`src/shared/gpp_defines.svh`:
```
// Constants for the general pin port
`ifndef GPP_DEFINES_SVH
`define GPP_DEFINES_SVH
// ==========================================================
// Sizes and reset values
`define GPP_NPINS 21
`define GPP_RST_DIR 21'h000000
`define GPP_RST_OUT 21'h000000
`define GPP_RST_PULL 21'h1fffff
`define GPP_RST_ZERO 21'h000000
`endif

```
`src/shared/gpp_pkg.sv`:
```
// Types shared by the general pin port
package gpp_pkg;
  // ==========================================================
  // Pin drive as seen at the pads
  typedef struct packed {
    logic [20:0] oe;
    logic [20:0] out;
    logic [20:0] pull;
  } gpp_pad_s;
  // ==========================================================
  // Power state of the port
  typedef enum logic [1:0] {
    GPP_AWAKE = 2'b00,
    GPP_ASLEEP = 2'b01,
    GPP_WAKING = 2'b10
  } gpp_pwr_e;
endpackage

```
`src/gpp_sync.sv`:
```
// Two-flop synchroniser for the pin inputs
`timescale 1ns/1ns
module gpp_sync #(
  parameter int W = 21
) (
  input wire logic clk,
  input wire logic srst,
  input wire logic [W-1:0] d,
  output logic [W-1:0] q
);
  logic [W-1:0] meta_r;
  // ==========================================================
  // First stage feeds only the second stage
  always_ff @(posedge clk) begin
    if (srst) begin
      meta_r <= '0;
      q <= '0;
    end else begin
      meta_r <= d;
      q <= meta_r;
    end
  end
endmodule

```
`src/gpp_port.sv`:
```
// General pin port with sleep hold and edge wake
// ==========================================================
// What this block does
// Twenty-one pins, each with own direction and own pull-up enable.
// An enabled peripheral overrides port direction and output of its pin.
// In and after reset: peripherals off, all pins inputs with pull-ups on.
// Without peripheral, software sets direction, writes output, reads level.
// Pull-up enable per pin, kept unchanged through sleep and wake.
// Input pins flag a selected rising or falling edge; per-pin enable.
// Enabled pin edge while asleep requests wake-up.
// Per-pin interrupt status is readable.
// Level readback shows the real pin state for inputs and outputs.
// Sleep entry captures effective direction and output, held while asleep.
// After wake the held values stay but belong to port settings.
// Peripherals come back disabled after wake until software re-enables.
// Peripheral output function makes the pin an output driven by it.
// Other party should leave unused pins as pulled-up inputs.
// Pin inputs pass two flip-flops before edge detect and readback.
// Status sticks until written one; interrupt output only when enabled.
`timescale 1ns/1ns
`include "gpp_defines.svh"
module gpp_port
  import gpp_pkg::*;
#(
  parameter int NPINS = `GPP_NPINS
) (
  input wire logic CLK,
  input wire logic SRST,
  // Pin pads
  input wire logic [NPINS-1:0] PIN_IN,
  output logic [NPINS-1:0] PIN_OUT,
  output logic [NPINS-1:0] PIN_OE,
  output logic [NPINS-1:0] PIN_PULLUP,
  // Port settings written by software
  input wire logic [NPINS-1:0] DIR_WDATA,
  input wire logic DIR_WE,
  input wire logic [NPINS-1:0] OUT_WDATA,
  input wire logic OUT_WE,
  input wire logic [NPINS-1:0] PULL_WDATA,
  input wire logic PULL_WE,
  input wire logic [NPINS-1:0] IEN_WDATA,
  input wire logic IEN_WE,
  input wire logic [NPINS-1:0] RISE_SEL_WDATA,
  input wire logic RISE_SEL_WE,
  input wire logic [NPINS-1:0] STAT_CLR,
  input wire logic [NPINS-1:0] PERI_EN_WDATA,
  input wire logic PERI_EN_WE,
  // Peripheral side of each pin
  input wire logic [NPINS-1:0] PERI_OE,
  input wire logic [NPINS-1:0] PERI_OUT,
  // Power control
  input wire logic SLEEP_REQ,
  input wire logic WAKE_DONE,
  // Status readback
  output logic [NPINS-1:0] DIR_Q,
  output logic [NPINS-1:0] OUT_Q,
  output logic [NPINS-1:0] PULL_Q,
  output logic [NPINS-1:0] IEN_Q,
  output logic [NPINS-1:0] PERI_EN_Q,
  output logic [NPINS-1:0] PIN_LEVEL,
  output logic [NPINS-1:0] INT_STATUS,
  output logic INT_OUT,
  output logic WAKE_REQ,
  output logic ASLEEP
);
  logic [NPINS-1:0] dir_r;
  logic [NPINS-1:0] out_r;
  logic [NPINS-1:0] pull_r;
  logic [NPINS-1:0] ien_r;
  logic [NPINS-1:0] rise_r;
  logic [NPINS-1:0] peri_en_r;
  logic [NPINS-1:0] stat_r;
  logic [NPINS-1:0] lvl_sync;
  logic [NPINS-1:0] lvl_prev_r;
  logic [NPINS-1:0] edge_hit;
  logic [NPINS-1:0] eff_oe;
  logic [NPINS-1:0] eff_out;
  logic [NPINS-1:0] hold_oe_r;
  logic [NPINS-1:0] hold_out_r;
  logic wake_r;
  gpp_pwr_e pwr_r;
  gpp_pwr_e pwr_nxt;
  gpp_pad_s pad;

  // ==========================================================
  // Input synchroniser
  gpp_sync #(
    .W(NPINS)
  ) u_sync (
    .clk(CLK),
    .srst(SRST),
    .d(PIN_IN),
    .q(lvl_sync)
  );

  // ==========================================================
  // Port settings
  always_ff @(posedge CLK) begin
    if (SRST) begin
      dir_r <= `GPP_RST_DIR;
    end else if (pwr_r == GPP_ASLEEP) begin
      dir_r <= hold_oe_r;
    end else if (pwr_r == GPP_WAKING) begin
      dir_r <= hold_oe_r;
    end else if (DIR_WE) begin
      dir_r <= DIR_WDATA;
    end
  end

  always_ff @(posedge CLK) begin
    if (SRST) begin
      out_r <= `GPP_RST_OUT;
    end else if (pwr_r != GPP_AWAKE) begin
      out_r <= hold_out_r;
    end else if (OUT_WE) begin
      out_r <= OUT_WDATA;
    end
  end

  // Pull-ups are never touched by the sleep logic
  always_ff @(posedge CLK) begin
    if (SRST) begin
      pull_r <= `GPP_RST_PULL;
    end else if (PULL_WE) begin
      pull_r <= PULL_WDATA;
    end
  end

  always_ff @(posedge CLK) begin
    if (SRST) begin
      ien_r <= `GPP_RST_ZERO;
      rise_r <= `GPP_RST_ZERO;
    end else begin
      if (IEN_WE) begin
        ien_r <= IEN_WDATA;
      end
      if (RISE_SEL_WE) begin
        rise_r <= RISE_SEL_WDATA;
      end
    end
  end

  // Peripheral enables drop on the capture edge so wake hands pins to the port
  always_ff @(posedge CLK) begin
    if (SRST) begin
      peri_en_r <= `GPP_RST_ZERO;
    end else if (pwr_r != GPP_AWAKE || SLEEP_REQ) begin
      peri_en_r <= `GPP_RST_ZERO;
    end else if (PERI_EN_WE) begin
      peri_en_r <= PERI_EN_WDATA;
    end
  end

  // ==========================================================
  // Effective pin drive
  always_comb begin
    for (int i = 0; i < NPINS; i++) begin
      if (peri_en_r[i]) begin
        eff_oe[i] = PERI_OE[i];
        eff_out[i] = PERI_OUT[i];
      end else begin
        eff_oe[i] = dir_r[i];
        eff_out[i] = out_r[i];
      end
    end
  end

  // ==========================================================
  // Sleep hold
  always_comb begin
    pwr_nxt = pwr_r;
    unique case (pwr_r)
      GPP_AWAKE: begin
        if (SLEEP_REQ) begin
          pwr_nxt = GPP_ASLEEP;
        end
      end
      GPP_ASLEEP: begin
        if (WAKE_DONE) begin
          pwr_nxt = GPP_WAKING;
        end
      end
      GPP_WAKING: begin
        pwr_nxt = GPP_AWAKE;
      end
      default: begin
        pwr_nxt = GPP_AWAKE;
      end
    endcase
  end

  always_ff @(posedge CLK) begin
    if (SRST) begin
      pwr_r <= GPP_AWAKE;
    end else begin
      pwr_r <= pwr_nxt;
    end
  end

  always_ff @(posedge CLK) begin
    if (SRST) begin
      hold_oe_r <= `GPP_RST_ZERO;
      hold_out_r <= `GPP_RST_ZERO;
    end else if (pwr_r == GPP_AWAKE && SLEEP_REQ) begin
      hold_oe_r <= eff_oe;
      hold_out_r <= eff_out;
    end
  end

  // Pads show held values from the capture edge until wake completes
  always_comb begin
    if (pwr_r == GPP_AWAKE) begin
      pad.oe = eff_oe;
      pad.out = eff_out;
    end else begin
      pad.oe = hold_oe_r;
      pad.out = hold_out_r;
    end
    pad.pull = pull_r;
  end

  assign PIN_OE = pad.oe;
  assign PIN_OUT = pad.out;
  assign PIN_PULLUP = pad.pull;

  // ==========================================================
  // Edge detection and status
  always_ff @(posedge CLK) begin
    if (SRST) begin
      lvl_prev_r <= `GPP_RST_ZERO;
    end else begin
      lvl_prev_r <= lvl_sync;
    end
  end

  // Output pins never flag; their level is ours, not an event
  assign edge_hit = ~pad.oe & ((rise_r & lvl_sync & ~lvl_prev_r) |
                               (~rise_r & ~lvl_sync & lvl_prev_r));

  // A new edge beats a clear in the same cycle
  always_ff @(posedge CLK) begin
    if (SRST) begin
      stat_r <= `GPP_RST_ZERO;
    end else begin
      stat_r <= (stat_r & ~STAT_CLR) | edge_hit;
    end
  end

  always_ff @(posedge CLK) begin
    if (SRST) begin
      wake_r <= 1'b0;
    end else begin
      wake_r <= (pwr_r == GPP_ASLEEP) && |(edge_hit & ien_r);
    end
  end

  // ==========================================================
  // Readback
  assign DIR_Q = dir_r;
  assign OUT_Q = out_r;
  assign PULL_Q = pull_r;
  assign IEN_Q = ien_r;
  assign PERI_EN_Q = peri_en_r;
  assign PIN_LEVEL = lvl_sync;
  assign INT_STATUS = stat_r;
  assign INT_OUT = |(stat_r & ien_r);
  assign WAKE_REQ = wake_r;
  assign ASLEEP = (pwr_r == GPP_ASLEEP);
endmodule

```
`config.mk`:
```
export PLATFORM = sky130hd
export DESIGN_NAME = gpp_port
export DESIGN_NICKNAME = d
export VERILOG_FILES = /design/src/shared/gpp_pkg.sv /design/src/gpp_sync.sv /design/src/gpp_port.sv
export VERILOG_INCLUDE_DIRS = /design/src /design/src/shared
export SDC_FILE = /design/constraint.sdc
export NUM_CORES = 1
export LEC_CHECK = 0
export BUFFER_PORTS_ARGS = -buffer_cell sky130_fd_sc_hd__buf_2
export CORE_MARGIN = 5
export CORE_UTILIZATION = 30
export DETAILED_ROUTE_END_ITERATION = 10
export PLACE_DENSITY = 0.53
export SLEW_MARGIN = 20
export SYNTH_ARGS = -nofsm -noshare
export SYNTH_HDL_FRONTEND = slang
export SYNTH_SLANG_ARGS = --single-unit
export TNS_END_PERCENT = 10
```
`constraint.sdc`:
```
create_clock -name CLK -period 1.86 [get_ports CLK]
set_clock_uncertainty 0.15 [all_clocks]
set_input_delay 0.093 -clock CLK [delete_from_list [all_inputs] [get_ports CLK]]
set_output_delay 0.093 -clock CLK [all_outputs]
set_load 0.01 [all_outputs]
```
Yosys cells after proc, flatten, opt, wreduce, memory -nomap -nowiden
Cells that the tools add are included.
{"block": "totals", "reg_bits": 255, "input_bits": 220, "output_inout_bits": 213, "wordCells": 95}
{"block": "op_classes", "n_eq_ne": 4, "mux": 51, "n_bitwise": 15, "reduce_logical": 11}
{"operator": "21-bit bitwise AND", "count": 8}
{"operator": "21-bit two-way mux", "count": 5}
{"operator": "21-bit NOT", "count": 5}
{"operator": "1-bit two-way mux", "count": 42}
{"operator": "42-bit two-way mux", "count": 1}
{"operator": "21-bit OR", "count": 2}
{"operator": "21-bit OR reduction", "count": 2}
{"operator": "2-bit two-way mux", "count": 2}
{"operator": "2-bit != test, second input constant", "count": 2}
{"operator": "2-bit one-hot mux with 2 select lines", "count": 1}
{"operator": "2-bit nonzero test", "count": 2}
{"operator": "3-bit nonzero test", "count": 1}
{"operator": "2-bit by 1-bit == test with 1-bit output, second input constant", "count": 1}
{"operator": "2-bit == test, second input constant", "count": 1}
{"operator": "1-bit logical AND", "count": 2}
{"operator": "2-bit logical NOT", "count": 1}
{"operator": "2-bit AND reduction", "count": 1}
{"operator": "2-bit OR reduction", "count": 1}
{"operator": "1-bit logical OR", "count": 1}

Depth between registers and ports, before layout
Gate-level depths: netlist of run 1.
{"block": "depth", "word_depth": 8, "mapped_depth": 8, "mapped_depth_nobuf": 5}

Modules after synthesis
From an unflattened synthesis of run 1, not the netlist that was laid out.
{"block": "hier_totals", "hier_cells": 1072, "area_unflattened_um2": 10368.7}
{"module": "gpp_port", "instances": 1, "cells_per_inst": 984, "area_per_inst_um2": 9245.1, "seq_area_each_um2": 4264.1}
{"module": "gpp_sync", "instances": 1, "cells_per_inst": 88, "area_per_inst_um2": 1123.6, "seq_area_each_um2": 840.8}

Worst setup path after synthesis of run 1
OpenSTA, ideal clock, no wires.
{"block": "synth_path", "path_type": "register to register", "start": "register pwr_r[1]", "end": "register wake_r (netlist: WAKE_REQ)", "setup_ps": 120, "t_arrival_ps": 1711, "t_required_ps": 1590, "slack_ps": -121, "path_stages_with_launch": 7, "n_path_buf": 1, "synth_period_minus_slack_ps": 1981, "path_cell_list": "dfxtp_1 -> or2_1 -> buf_6 -> o221ai_1 -> o22ai_1 -> or4_1 -> o31a_1"}
{"block": "synth_via", "elab_chain_cells": 7, "elab_cells_between_ends": 8, "cone_classes": "1 x eq/ne; 1 x mux; 3 x bitwise; 3 x reduce/logical"}
{"item": "start: declaration", "line": "gpp_port.sv:81", "text": "gpp_pwr_e pwr_r;"}
{"item": "start signal: assignment", "line": "gpp_port.sv:196", "text": "pwr_r <= pwr_nxt;"}
{"item": "2-bit logical NOT", "line": "gpp_port.sv:212", "text": "if (pwr_r == GPP_AWAKE) begin"}
{"item": "42-bit two-way mux", "line": "gpp_port.sv:212"}
{"item": "21-bit NOT", "line": "gpp_port.sv:237", "text": "assign edge_hit = ~pad.oe & ((rise_r & lvl_sync & ~lvl_prev_r) |"}
{"item": "21-bit bitwise AND", "line": "gpp_port.sv:237"}
{"item": "21-bit bitwise AND", "line": "gpp_port.sv:253", "text": "wake_r <= (pwr_r == GPP_ASLEEP) && |(edge_hit & ien_r);"}
{"item": "21-bit OR reduction", "line": "gpp_port.sv:253"}
{"item": "1-bit logical AND (*)", "line": "gpp_port.sv:253"}
{"item": "end signal: assignment", "line": "gpp_port.sv:253"}
{"item": "end: declaration", "line": "gpp_port.sv:80", "text": "logic wake_r;"}
Every way passes the cells marked *; elsewhere a longest branch is shown, timed or not.
A chain may end at the register's enable or synchronous reset.

Final worst setup path of run 1
{"block": "layout_path", "start": "register pwr_r[0]", "end": "register wake_r (netlist: WAKE_REQ)"}
Same word-level chain as after synthesis.

==> results.toml, run 1 <==
[timing]
rsz0062_at_grt = "yes"
timing_hold_violations_final = 0
slew_violations = 0
maxClockFrequency_mhz = 453
post-route-period-util_pct = 119
worst-slew-pin-transition_ns = 0.720
final_period_minus_worst_setup_slack_ns = 2.21
setup_tns_final_ns = -8.04
timing.slew.headroom_pct = 51.9
final.setup.worst_slack_ns = -0.349
report.final.setup_viol = 43

[critical_path]
timing.critical_path.arrival_ns = 2.50
cell_chain_critical_path = "or2_4 > buf_6 > buf_4 > o221ai_4 > o22ai_1 > or4_1 > o31a_1"
r2r_cells = 7
critical_path.startpoint_type = "register"
worst-setup-path-type = "register to register"
timing.rr.start = "pwr_r[0]"
worstPathRequired_ns = 2.15
crit_slowest_cell = "sky130_fd_sc_hd__or4_1"
timing.reg2reg.setup_slack_ns = -0.35
cp-end-kind = "register"
r2r_end = "WAKE_REQ"
cp_max_fanout = 5
crit_start = "pwr_r[0]"
peak_per_stage_delay_on_the_critical_path_ns = 0.54

[pwr]
p_seq_share_pct = 38.1
p_per_area_nw_per_um2 = 896
power_switching_uw = 4220
switching_share_pct = 26.3
p_int_uw = 11800
power.ir.vdd_worst_v = 0.000767
p_comb_share_pct = 20.4
p_leak_uw = 0.00813
power.share.clock_pct = 41.5

[status]
violated_checks = "negative setup slack"
run_status = "finished, violations left"

[drt]
drt-wirelength-per-cell_um = 19.9
drt-vias-per-instance = 4.71
detailedRoute.firstIterationViolations = 462
dr.pass1.iters = 5
drc = 0
drt.antenna.violating_nets = 0
postRouteWirelength_mm = 45.7
routed_via_count = 10800

[final_layout]
multiInputGateArea_um2 = 4960
area_growth_pct = 72.7
final.fill_count = 3079
stdcell_count = 2293
antenna_cells_inserted = 0
nets = 2036
stdcell_area_um2 = 17900
drive_above_1_share_pct = 35.3
final_cell_mix = "sky130_fd_sc_hd__buf_2 (416), sky130_fd_sc_hd__dlygate4sd3_1 (273), sky130_fd_sc_hd__dfxtp_1 (253)"
final-seq-area_um2 = 5110
most_frequent_standard_cell_in_the_layout_excluding_fill_and_tap_cells = "sky130_fd_sc_hd__buf_2"

[floorplanning]
die_height_um = 196
num_rows = 68
num_io_pins = 433
die_area_um2 = 38400
die_w_um = 196
floorplan.core_area_um2 = 34300
initial_utilization_pct = 30.2

[global_route]
grt_start_max_net_pins = 82
initial_antenna_violation_count = 0
gr-usage-met3_pct = 4.93
grt_pass1_wl_mm = 67.6
grtUsageMet1_pct = 28.0
gr-usage-all-layers_pct = 22.4
grt.busiest_layer = "met2"
globalRoute.totalOverflow = 0
grt_pass1_vias = 11200
gr-usage-met2_pct = 38.7

[logic_synthesis]
netlist_instances = 1073
synth.distinct_cells = 34
number_of_enable_flip_flop_cells_after_synthesis = 0
total_nets_after_synthesis = 1293
ys_seq_elements = 255
ys_seq_area_share_pct = 49.2
ys.warnings.count = 0
async_flop_share_pct = 0
avgSynthCellArea_um2 = 9.66
synthesis.area_um2 = 10400
yosys_most_used_dff = "sky130_fd_sc_hd__dfxtp_1"

[worst_hold_path]
hp-class = "input port to register"
min_delay_path_depth = 3
destination_of_the_worst_hold_path = "OUT_Q[9]"
hold_path_startpoint = "OUT_WE"

[clock_network]
ctsRootBufferMaster = "sky130_fd_sc_hd__clkbuf_16"
cts_sinks = 255
tritoncts = "yes"
clk_pin_slew_worst_paths_ns = 0.06
numCtsBuffers = 30
max-clock-path-buffers = 3
clk_latency_ns = 0.56
maximum_level_of_the_cts_h_tree = 1

[place]
gpl.final_weighted_congestion = 0.956
place_hpwl_mm = 33.5
placed_cells = 1951
port_buffers = 432
place_area_um2 = 13500

[run]
max-cap-violations = 0
==> how the worst max path moves through the flow <==
stage | depth (start not counted) | to
6_report | 7 | WAKE_REQ
5_1_grt | 7 | WAKE_REQ
3_3_place_gp | 6 | WAKE_REQ
4_1_cts | 7 | WAKE_REQ
2_1_floorplan | 7 | WAKE_REQ
3_5_place_dp | 6 | WAKE_REQ
==> cells by family (layout without fill, tap and decap cells) <==
group	count (synthesis)	in the layout	share of synthesized area, %
AOI/OAI and AO/OA	230	230	15.5
xor gates and xnor gates	1	1	0.0845
buffers and inverters	118	883	5.26
DFF	255	255	49.2
muxes	147	147	14.2
and+or+nand+nor	322	322	15.7
==> layer usage <==
| metal | wire [um] | vias to the layer above |
|---|---|---|
| li1 | - | 5241 |
| met1 | 19100 | 5031 |
| met5 | 0 | - |
| met4 | 1570 | 0 |
| met2 | 21700 | 437 |
| met3 | 3260 | 95 |
==> cells in the mapped netlist (13+ instances only) <==
cell type,instances,area (um^2)
sky130_fd_sc_hd__nand2b_1,16,100
sky130_fd_sc_hd__buf_4,21,158
sky130_fd_sc_hd__clkbuf_1,59,221
sky130_fd_sc_hd__buf_1,13,48.8
sky130_fd_sc_hd__inv_1,21,78.8
sky130_fd_sc_hd__nor3b_1,14,105
sky130_fd_sc_hd__dfxtp_1,255,5100
sky130_fd_sc_hd__and3b_1,13,114
sky130_fd_sc_hd__mux2i_1,147,1470
sky130_fd_sc_hd__nor2_1,165,619
sky130_fd_sc_hd__o21ai_0,33,165
sky130_fd_sc_hd__a211o_1,21,184
sky130_fd_sc_hd__a211oi_1,84,631
sky130_fd_sc_hd__a21oi_1,43,215
sky130_fd_sc_hd__nor2b_1,93,582
==> sequential cells by signal, summed over array words and instances, names as in the netlist <==
signal         cells
PERI_EN_Q         21
hold_out_r        21
u_sync.q          21
u_sync.meta_r     21
IEN_Q             21
PIN_PULLUP        21
lvl_prev_r        21
pwr_r              2
OUT_Q             21
hold_oe_r         21
INT_STATUS        21
WAKE_REQ           1
DIR_Q             21
rise_r            21
==> power by group through the flow <==
stage | registers [uW] | clock network, uW | logic (uW)
detailed placement | 6210 | 0 | 2470
global route | 6150 | 7040 | 3510
global placement | 6200 | 0 | 2450
CTS | 6100 | 6810 | 3180
floorplan | 6240 | 0 | 1140
finish | 6110 | 6650 | 3270
==> layout make-up <==
type | instances | area share, %
clock buffers | 41 | 4.99
multi-input cells | 700 | 27.7
repair buffers | 808 | 33.8
well taps | 455 | 3.18
clock inverters | 13 | 1.38
inverters | 21 | 0.440
flip-flops and latches | 255 | 28.5
==> timing repair <==
item,in CTS,in global routing
endpoints found under the setup margin,45,46
cloned,3,2
setup buffers,8,2
hold endpoints to repair,212,0
hold buffers,273,0
pin swaps,8,3
resized for setup,74,31
==> critical path, delay by kind of cell (launching register included) <==
family                 cells  cell delay [ns]
buffers and inverters      2             0.27
AOI/OAI and AO/OA          3             0.55
DFF                        1             0.32
and+or+nand+nor            2             0.80
==> per-stage QoR <==
stage	hold slack (ns)	util (%)	setup WS [ns]	total power (uW)
2_1_floorplan	0.0609	-	-0.0771	7380
4_1_cts	0.00143	51.7	-0.309	16100
3_5_place_dp	0.153	39.4	-0.259	8680
3_3_place_gp	0.148	39.4	-0.262	8660
5_1_grt	0.0175	52.2	-0.374	16700
6_report	0.00796	52.2	-0.349	16000
Note: power is estimated with default switching activity, not from simulation.
==> run 2: changes to the inputs <==
--- a/config.mk
+++ b/config.mk
@@ -10,6 +10,7 @@
 export CORE_MARGIN = 5
 export CORE_UTILIZATION = 30
 export DETAILED_ROUTE_END_ITERATION = 10
+export MAX_ROUTING_LAYER = met4
 export PLACE_DENSITY = 0.53
 export SLEW_MARGIN = 20
 export SYNTH_ARGS = -nofsm -noshare
==> run 2 against run 1 <==
Net effect:
- the run still ends with negative setup slack left
- cell count rose by 1.7%
- register-to-register slack about the same
- clock-buffer cell count is the same
- non-clock buffer count increased by 38
- combinational power increased by 4%
- die area unchanged
- cell area up 2.5%
==> results.toml, run 2 (synthesized netlist as in run 1, its figures left out) <==
[status]
run_status = "finished, violations left"
violated_checks = "negative setup slack"

[pwr]
power_switching_uw = 4310
fin_total_pwr_uw = 15900
p_seq_share_pct = 38.5
p_leak_uw = 0.00834
p_comb_share_pct = 21.4
p_per_area_nw_per_um2 = 865
power.share.clock_pct = 40.1
switching_share_pct = 27.1
power.ir.vdd_worst_v = 0.000781
p_int_uw = 11600

[critical_path]
path_buf_inv = 2
r2r_cells = 7
critical_path_depth = 7
cell_chain_critical_path = "or2_4 > buf_6 > buf_4 > o221ai_4 > o22ai_1 > or4_1 > o31a_1"
peak_per_stage_delay_on_the_critical_path_ns = 0.52
worst-setup-path-type = "register to register"
cp_max_fanout = 7
critical_path.startpoint_type = "register"
crit_slowest_cell = "sky130_fd_sc_hd__or4_1"
timing.critical_path.arrival_ns = 2.51
cp_top_family = "simple AND/OR/NAND/NOR gates"
worstPathRequired_ns = 2.17
cp-end-kind = "register"

[timing]
post-route-period-util_pct = 118
timing_hold_violations_final = 0
report.final.setup_viol = 44
maxClockFrequency_mhz = 455
worst-slew-pin-transition_ns = 0.696
slew_violations = 0
final.setup.worst_slack_ns = -0.338
timing.hold.ws_ns = 0.0406
rsz0062_at_grt = "yes"
final_period_minus_worst_setup_slack_ns = 2.20
setup_tns_final_ns = -8.26
timing.slew.headroom_pct = 53.6

[drt]
detailedRoute.firstIterationViolations = 449
drc = 0
drt.antenna.violating_nets = 0
dr.pass1.iters = 4
routed-wl-met3_mm = 2.74
drt-vias-per-instance = 4.70
routed_met1_length_mm = 19.5
highest-signal-layer = "met4"
routed-wl-met2_mm = 21.9
drt-wirelength-per-cell_um = 19.8
routed_via_count = 11000
postRouteWirelength_mm = 46.2

[final_layout]
drive_above_1_share_pct = 35.8
final_cell_mix = "sky130_fd_sc_hd__buf_2 (413), sky130_fd_sc_hd__dlygate4sd3_1 (302), sky130_fd_sc_hd__dfxtp_1 (252)"
nets = 2074
antenna_cells_inserted = 0
area_growth_pct = 76.9
most_frequent_standard_cell_in_the_layout_excluding_fill_and_tap_cells = "sky130_fd_sc_hd__buf_2"
stdcell_count = 2333

[global_route]
grt_start_max_net_pins = 67
initial_antenna_violation_count = 0
grt_pass1_vias = 11300
grt_pass1_wl_mm = 68.4
globalRoute.totalOverflow = 0
gr-usage-all-layers_pct = 23.4

[clock_network]
clk_pin_slew_worst_paths_ns = 0.06
max-clock-path-buffers = 3
maximum_level_of_the_cts_h_tree = 1
numCtsBuffers = 30
tritoncts = "yes"
ctsRootBufferMaster = "sky130_fd_sc_hd__clkbuf_16"
clk_latency_ns = 0.57
cts_sinks = 255

[place]
gpl.final_weighted_congestion = 0.954
dp_worst_setup_slack_ns = -0.284
place_hpwl_mm = 33.2
placed_cells = 1949
port_buffers = 432

[run]
max-cap-violations = 0

[floorplanning]
die_w_um = 196
num_io_pins = 433
die_area_um2 = 38400
initial_utilization_pct = 30.2
die_height_um = 196
floorplan.core_area_um2 = 34300
num_rows = 68

[worst_hold_path]
min_delay_path_depth = 3
hp-class = "input port to register"
## run 2: tightest hold or removal path, stage by stage
cell and delay (ns):
sky130_fd_sc_hd__buf_2 0.23, sky130_fd_sc_hd__mux2i_1 0.25, sky130_fd_sc_hd__a211oi_1 0.10
## run 2: path summary, 6_finish.rpt
kind	to	start	slack, ns
min	DIR_Q[3]	DIR_WE	0.04
max	WAKE_REQ	pwr_r[1]	-0.34
max reg2reg	WAKE_REQ	pwr_r[1]	-0.34
min reg2reg	u_sync.q[19]	u_sync.meta_r[19]	0.28
## run 2: repair_timing
item                       CTS  global route
pin swaps                   13             5
gates cloned                 2             0
hold endpoints to repair   234             0
setup endpoints to repair   45            58
resized for setup           94            61
hold buffers               311             0
setup buffers               13             3
## run 2: metal layers
| layer | vias up | GRT usage [%] |
|---|---|---|
| met1 | 5140 | 28.9 |
| met5 | - | - |
| li1 | 5322 | - |
| met4 | 0 | 8.46 |
| met3 | 94 | 4.00 |
| met2 | 414 | 38.6 |
## run 2: power groups by stage
stage / clock [uW] / sequential (uW) / combinational (uW)
floorplan: 0 / 6240 / 1140
global placement: 0 / 6200 / 2450
detailed placement: 0 / 6210 / 2460
CTS: 6530 / 6100 / 3270
global route: 6720 / 6150 / 3640
finish: 6370 / 6110 / 3390
## run 2: area by class of cell
class | count | area (um^2)
clock buffer | 41 | 832
tap | 455 | 569
clock inverter | 15 | 246
multi-input combinational | 700 | 5060
inverter | 21 | 78.8
sequential | 255 | 5110
fill | 3065 | 15900
timing repair buffer | 846 | 6440
## run 2: through the flow
step | util (%) | instance area [um^2]
finish | 53.5 | 18300
global route | 53.5 | 18300
CTS | 52.9 | 18100
detailed placement | 39.3 | 13500
global placement | 39.3 | 13500
floorplan | - | 10400
==> run 3: changes to the inputs <==
--- a/config.mk
+++ b/config.mk
@@ -7,7 +7,7 @@
 export NUM_CORES = 1
 export LEC_CHECK = 0
 export BUFFER_PORTS_ARGS = -buffer_cell sky130_fd_sc_hd__buf_2
-export CORE_MARGIN = 5
+export CORE_MARGIN = 10
 export CORE_UTILIZATION = 30
 export DETAILED_ROUTE_END_ITERATION = 10
 export MAX_ROUTING_LAYER = met4
==> run 3 against run 2 <==
Net effect:
- the run still ends with negative setup slack left
- register-to-register slack better by 0.08 ns
- sequential share of layout area is 0.085 points higher
- via count hardly changed
- sequential cell count stayed put
- routed wire length is 4.3% higher
- global-route usage is 0.96 points lower
- worst setup slack better by 0.040 ns
- sequential power hardly changed
- utilization is 0.084 points lower
- critical path depth stayed put
==> results.toml, run 3 (synthesized netlist as in run 1, its figures left out) <==
[global_route]
grt_start_max_net_pins = 111
globalRoute.totalOverflow = 0
initial_antenna_violation_count = 1
gr-usage-all-layers_pct = 22.4
grt_pass1_wl_mm = 71.2
grt_pass1_vias = 11400

[worst_hold_path]
hp-class = "input port to register"

[timing]
timing.slew.headroom_pct = 52.9
final.setup.worst_slack_ns = -0.299
rsz0062_at_grt = "yes"
timing_hold_violations_final = 0
report.final.setup_viol = 44
post-route-period-util_pct = 116
slew_violations = 0
worst-slew-pin-transition_ns = 0.706
final_period_minus_worst_setup_slack_ns = 2.16
maxClockFrequency_mhz = 463

[final_layout]
stdcell_area_um2 = 18300
nets = 2068
area_growth_pct = 76.7
final_cell_mix = "sky130_fd_sc_hd__buf_2 (419), sky130_fd_sc_hd__dlygate4sd3_1 (299), sky130_fd_sc_hd__dfxtp_1 (250)"
drive_above_1_share_pct = 36.0
most_frequent_standard_cell_in_the_layout_excluding_fill_and_tap_cells = "sky130_fd_sc_hd__buf_2"

[clock_network]
cts_sinks = 255
maximum_level_of_the_cts_h_tree = 1
max-clock-path-buffers = 3
tritoncts = "yes"
ctsRootBufferMaster = "sky130_fd_sc_hd__clkbuf_16"
clk_latency_ns = 0.57
clk_pin_slew_worst_paths_ns = 0.06
numCtsBuffers = 30

[pwr]
p_leak_uw = 0.00839
power.ir.vdd_worst_v = 0.000861
p_per_area_nw_per_um2 = 861

[critical_path]
cp_max_fanout = 23
critical_path.startpoint_type = "register"
worstPathRequired_ns = 1.62
timing.critical_path.arrival_ns = 1.92
cp-end-kind = "output port"
worst-setup-path-type = "register to output port"

[floorplanning]
die_height_um = 206
initial_utilization_pct = 30.2
die_w_um = 206
die_area_um2 = 42400
floorplan.core_area_um2 = 34300
num_rows = 68
num_io_pins = 433

[drt]
routed_via_count = 11000
detailedRoute.firstIterationViolations = 532
drc = 0
postRouteWirelength_mm = 48.1
dr.pass1.iters = 5
drt-vias-per-instance = 4.71
drt.antenna.violating_nets = 0
drt-wirelength-per-cell_um = 20.7

[place]
place_hpwl_mm = 35.0
gpl.final_weighted_congestion = 0.898
place_area_um2 = 13500
port_buffers = 432
dp_worst_setup_slack_ns = -0.349

[run]
max-cap-violations = 0

[status]
run_status = "finished, violations left"
violated_checks = "negative setup slack"
[run 3: repair_timing]
item,4_1_cts,5_1_grt
pin swaps,8,5
buffers inserted,7,4
hold endpoints to repair,253,0
setup endpoints to repair,45,60
gates cloned,5,0
resized for setup,82,63
hold buffers,307,0
[run 3: path summary, 6_finish.rpt]
check | start | to | slack (ns) | cells past startpoint
setup / recovery | pwr_r[0] | PIN_OUT[13] | -0.30 | 7
hold reg to reg | u_sync.meta_r[3] | u_sync.q[3] | 0.28 | 1
hold / removal | DIR_WE | DIR_Q[20] | 0.03 | 4
setup reg to reg | pwr_r[0] | WAKE_REQ | -0.26 | 6
[run 3: report_power, final]
| part | internal [uW] | total [uW] | switching (uW) |
|---|---|---|---|
| Clock | 3860 | 6290 | 2430 |
| Sequential | 5820 | 6120 | 295 |
| Combinational | 1750 | 3360 | 1610 |
[run 3: through the flow]
step | setup TNS [ns] | cells | util [%] | total power [uW] | hold WS [ns]
4_1_cts | -10.41 | 2323 | 52.7 | 15800 | 0.00105
2_1_floorplan | -0.0948 | 1073 | - | 7380 | 0.0609
3_5_place_dp | -0.349 | 1948 | 39.3 | 8690 | 0.153
6_report | -9.18 | 2328 | 53.4 | 15800 | 0.0282
3_3_place_gp | -0.350 | 1948 | 39.3 | 8670 | 0.148
5_1_grt | -12.03 | 2328 | 53.4 | 16400 | 0.0423
[run 3: layout make-up]
cell class                      instances  area, um^2
Tap cell                              455         569
Clock buffer                           42         886
Clock inverter                         14         188
Inverter                               21        83.8
Fill cell                            3045       16000
Multi-Input combinational cell        701        5070
Sequential cell                       255        5120
Antenna cell                            1        2.50
Timing Repair Buffer                  839        6400
[run 3: metal layers]
metal  share of wire (%)  GRT usage [%]  vias to the layer above
met2                  48           37.6                      436
met4                 2.8           6.10                        0
li1                    -              -                     5330
met5                   0              -                        -
met1                  41           26.4                     5124
met3                 7.5           5.30                       82
[run 3: worst max-delay path: stages, from the launching register on]
cell and delay, ns:
sky130_fd_sc_hd__dfxtp_4 0.37, sky130_fd_sc_hd__buf_12 0.16, sky130_fd_sc_hd__nor2_4 0.06, sky130_fd_sc_hd__buf_12 0.15, sky130_fd_sc_hd__buf_4 0.15, sky130_fd_sc_hd__buf_16 0.15
sky130_fd_sc_hd__a21oi_2 0.14, sky130_fd_sc_hd__buf_2 0.16
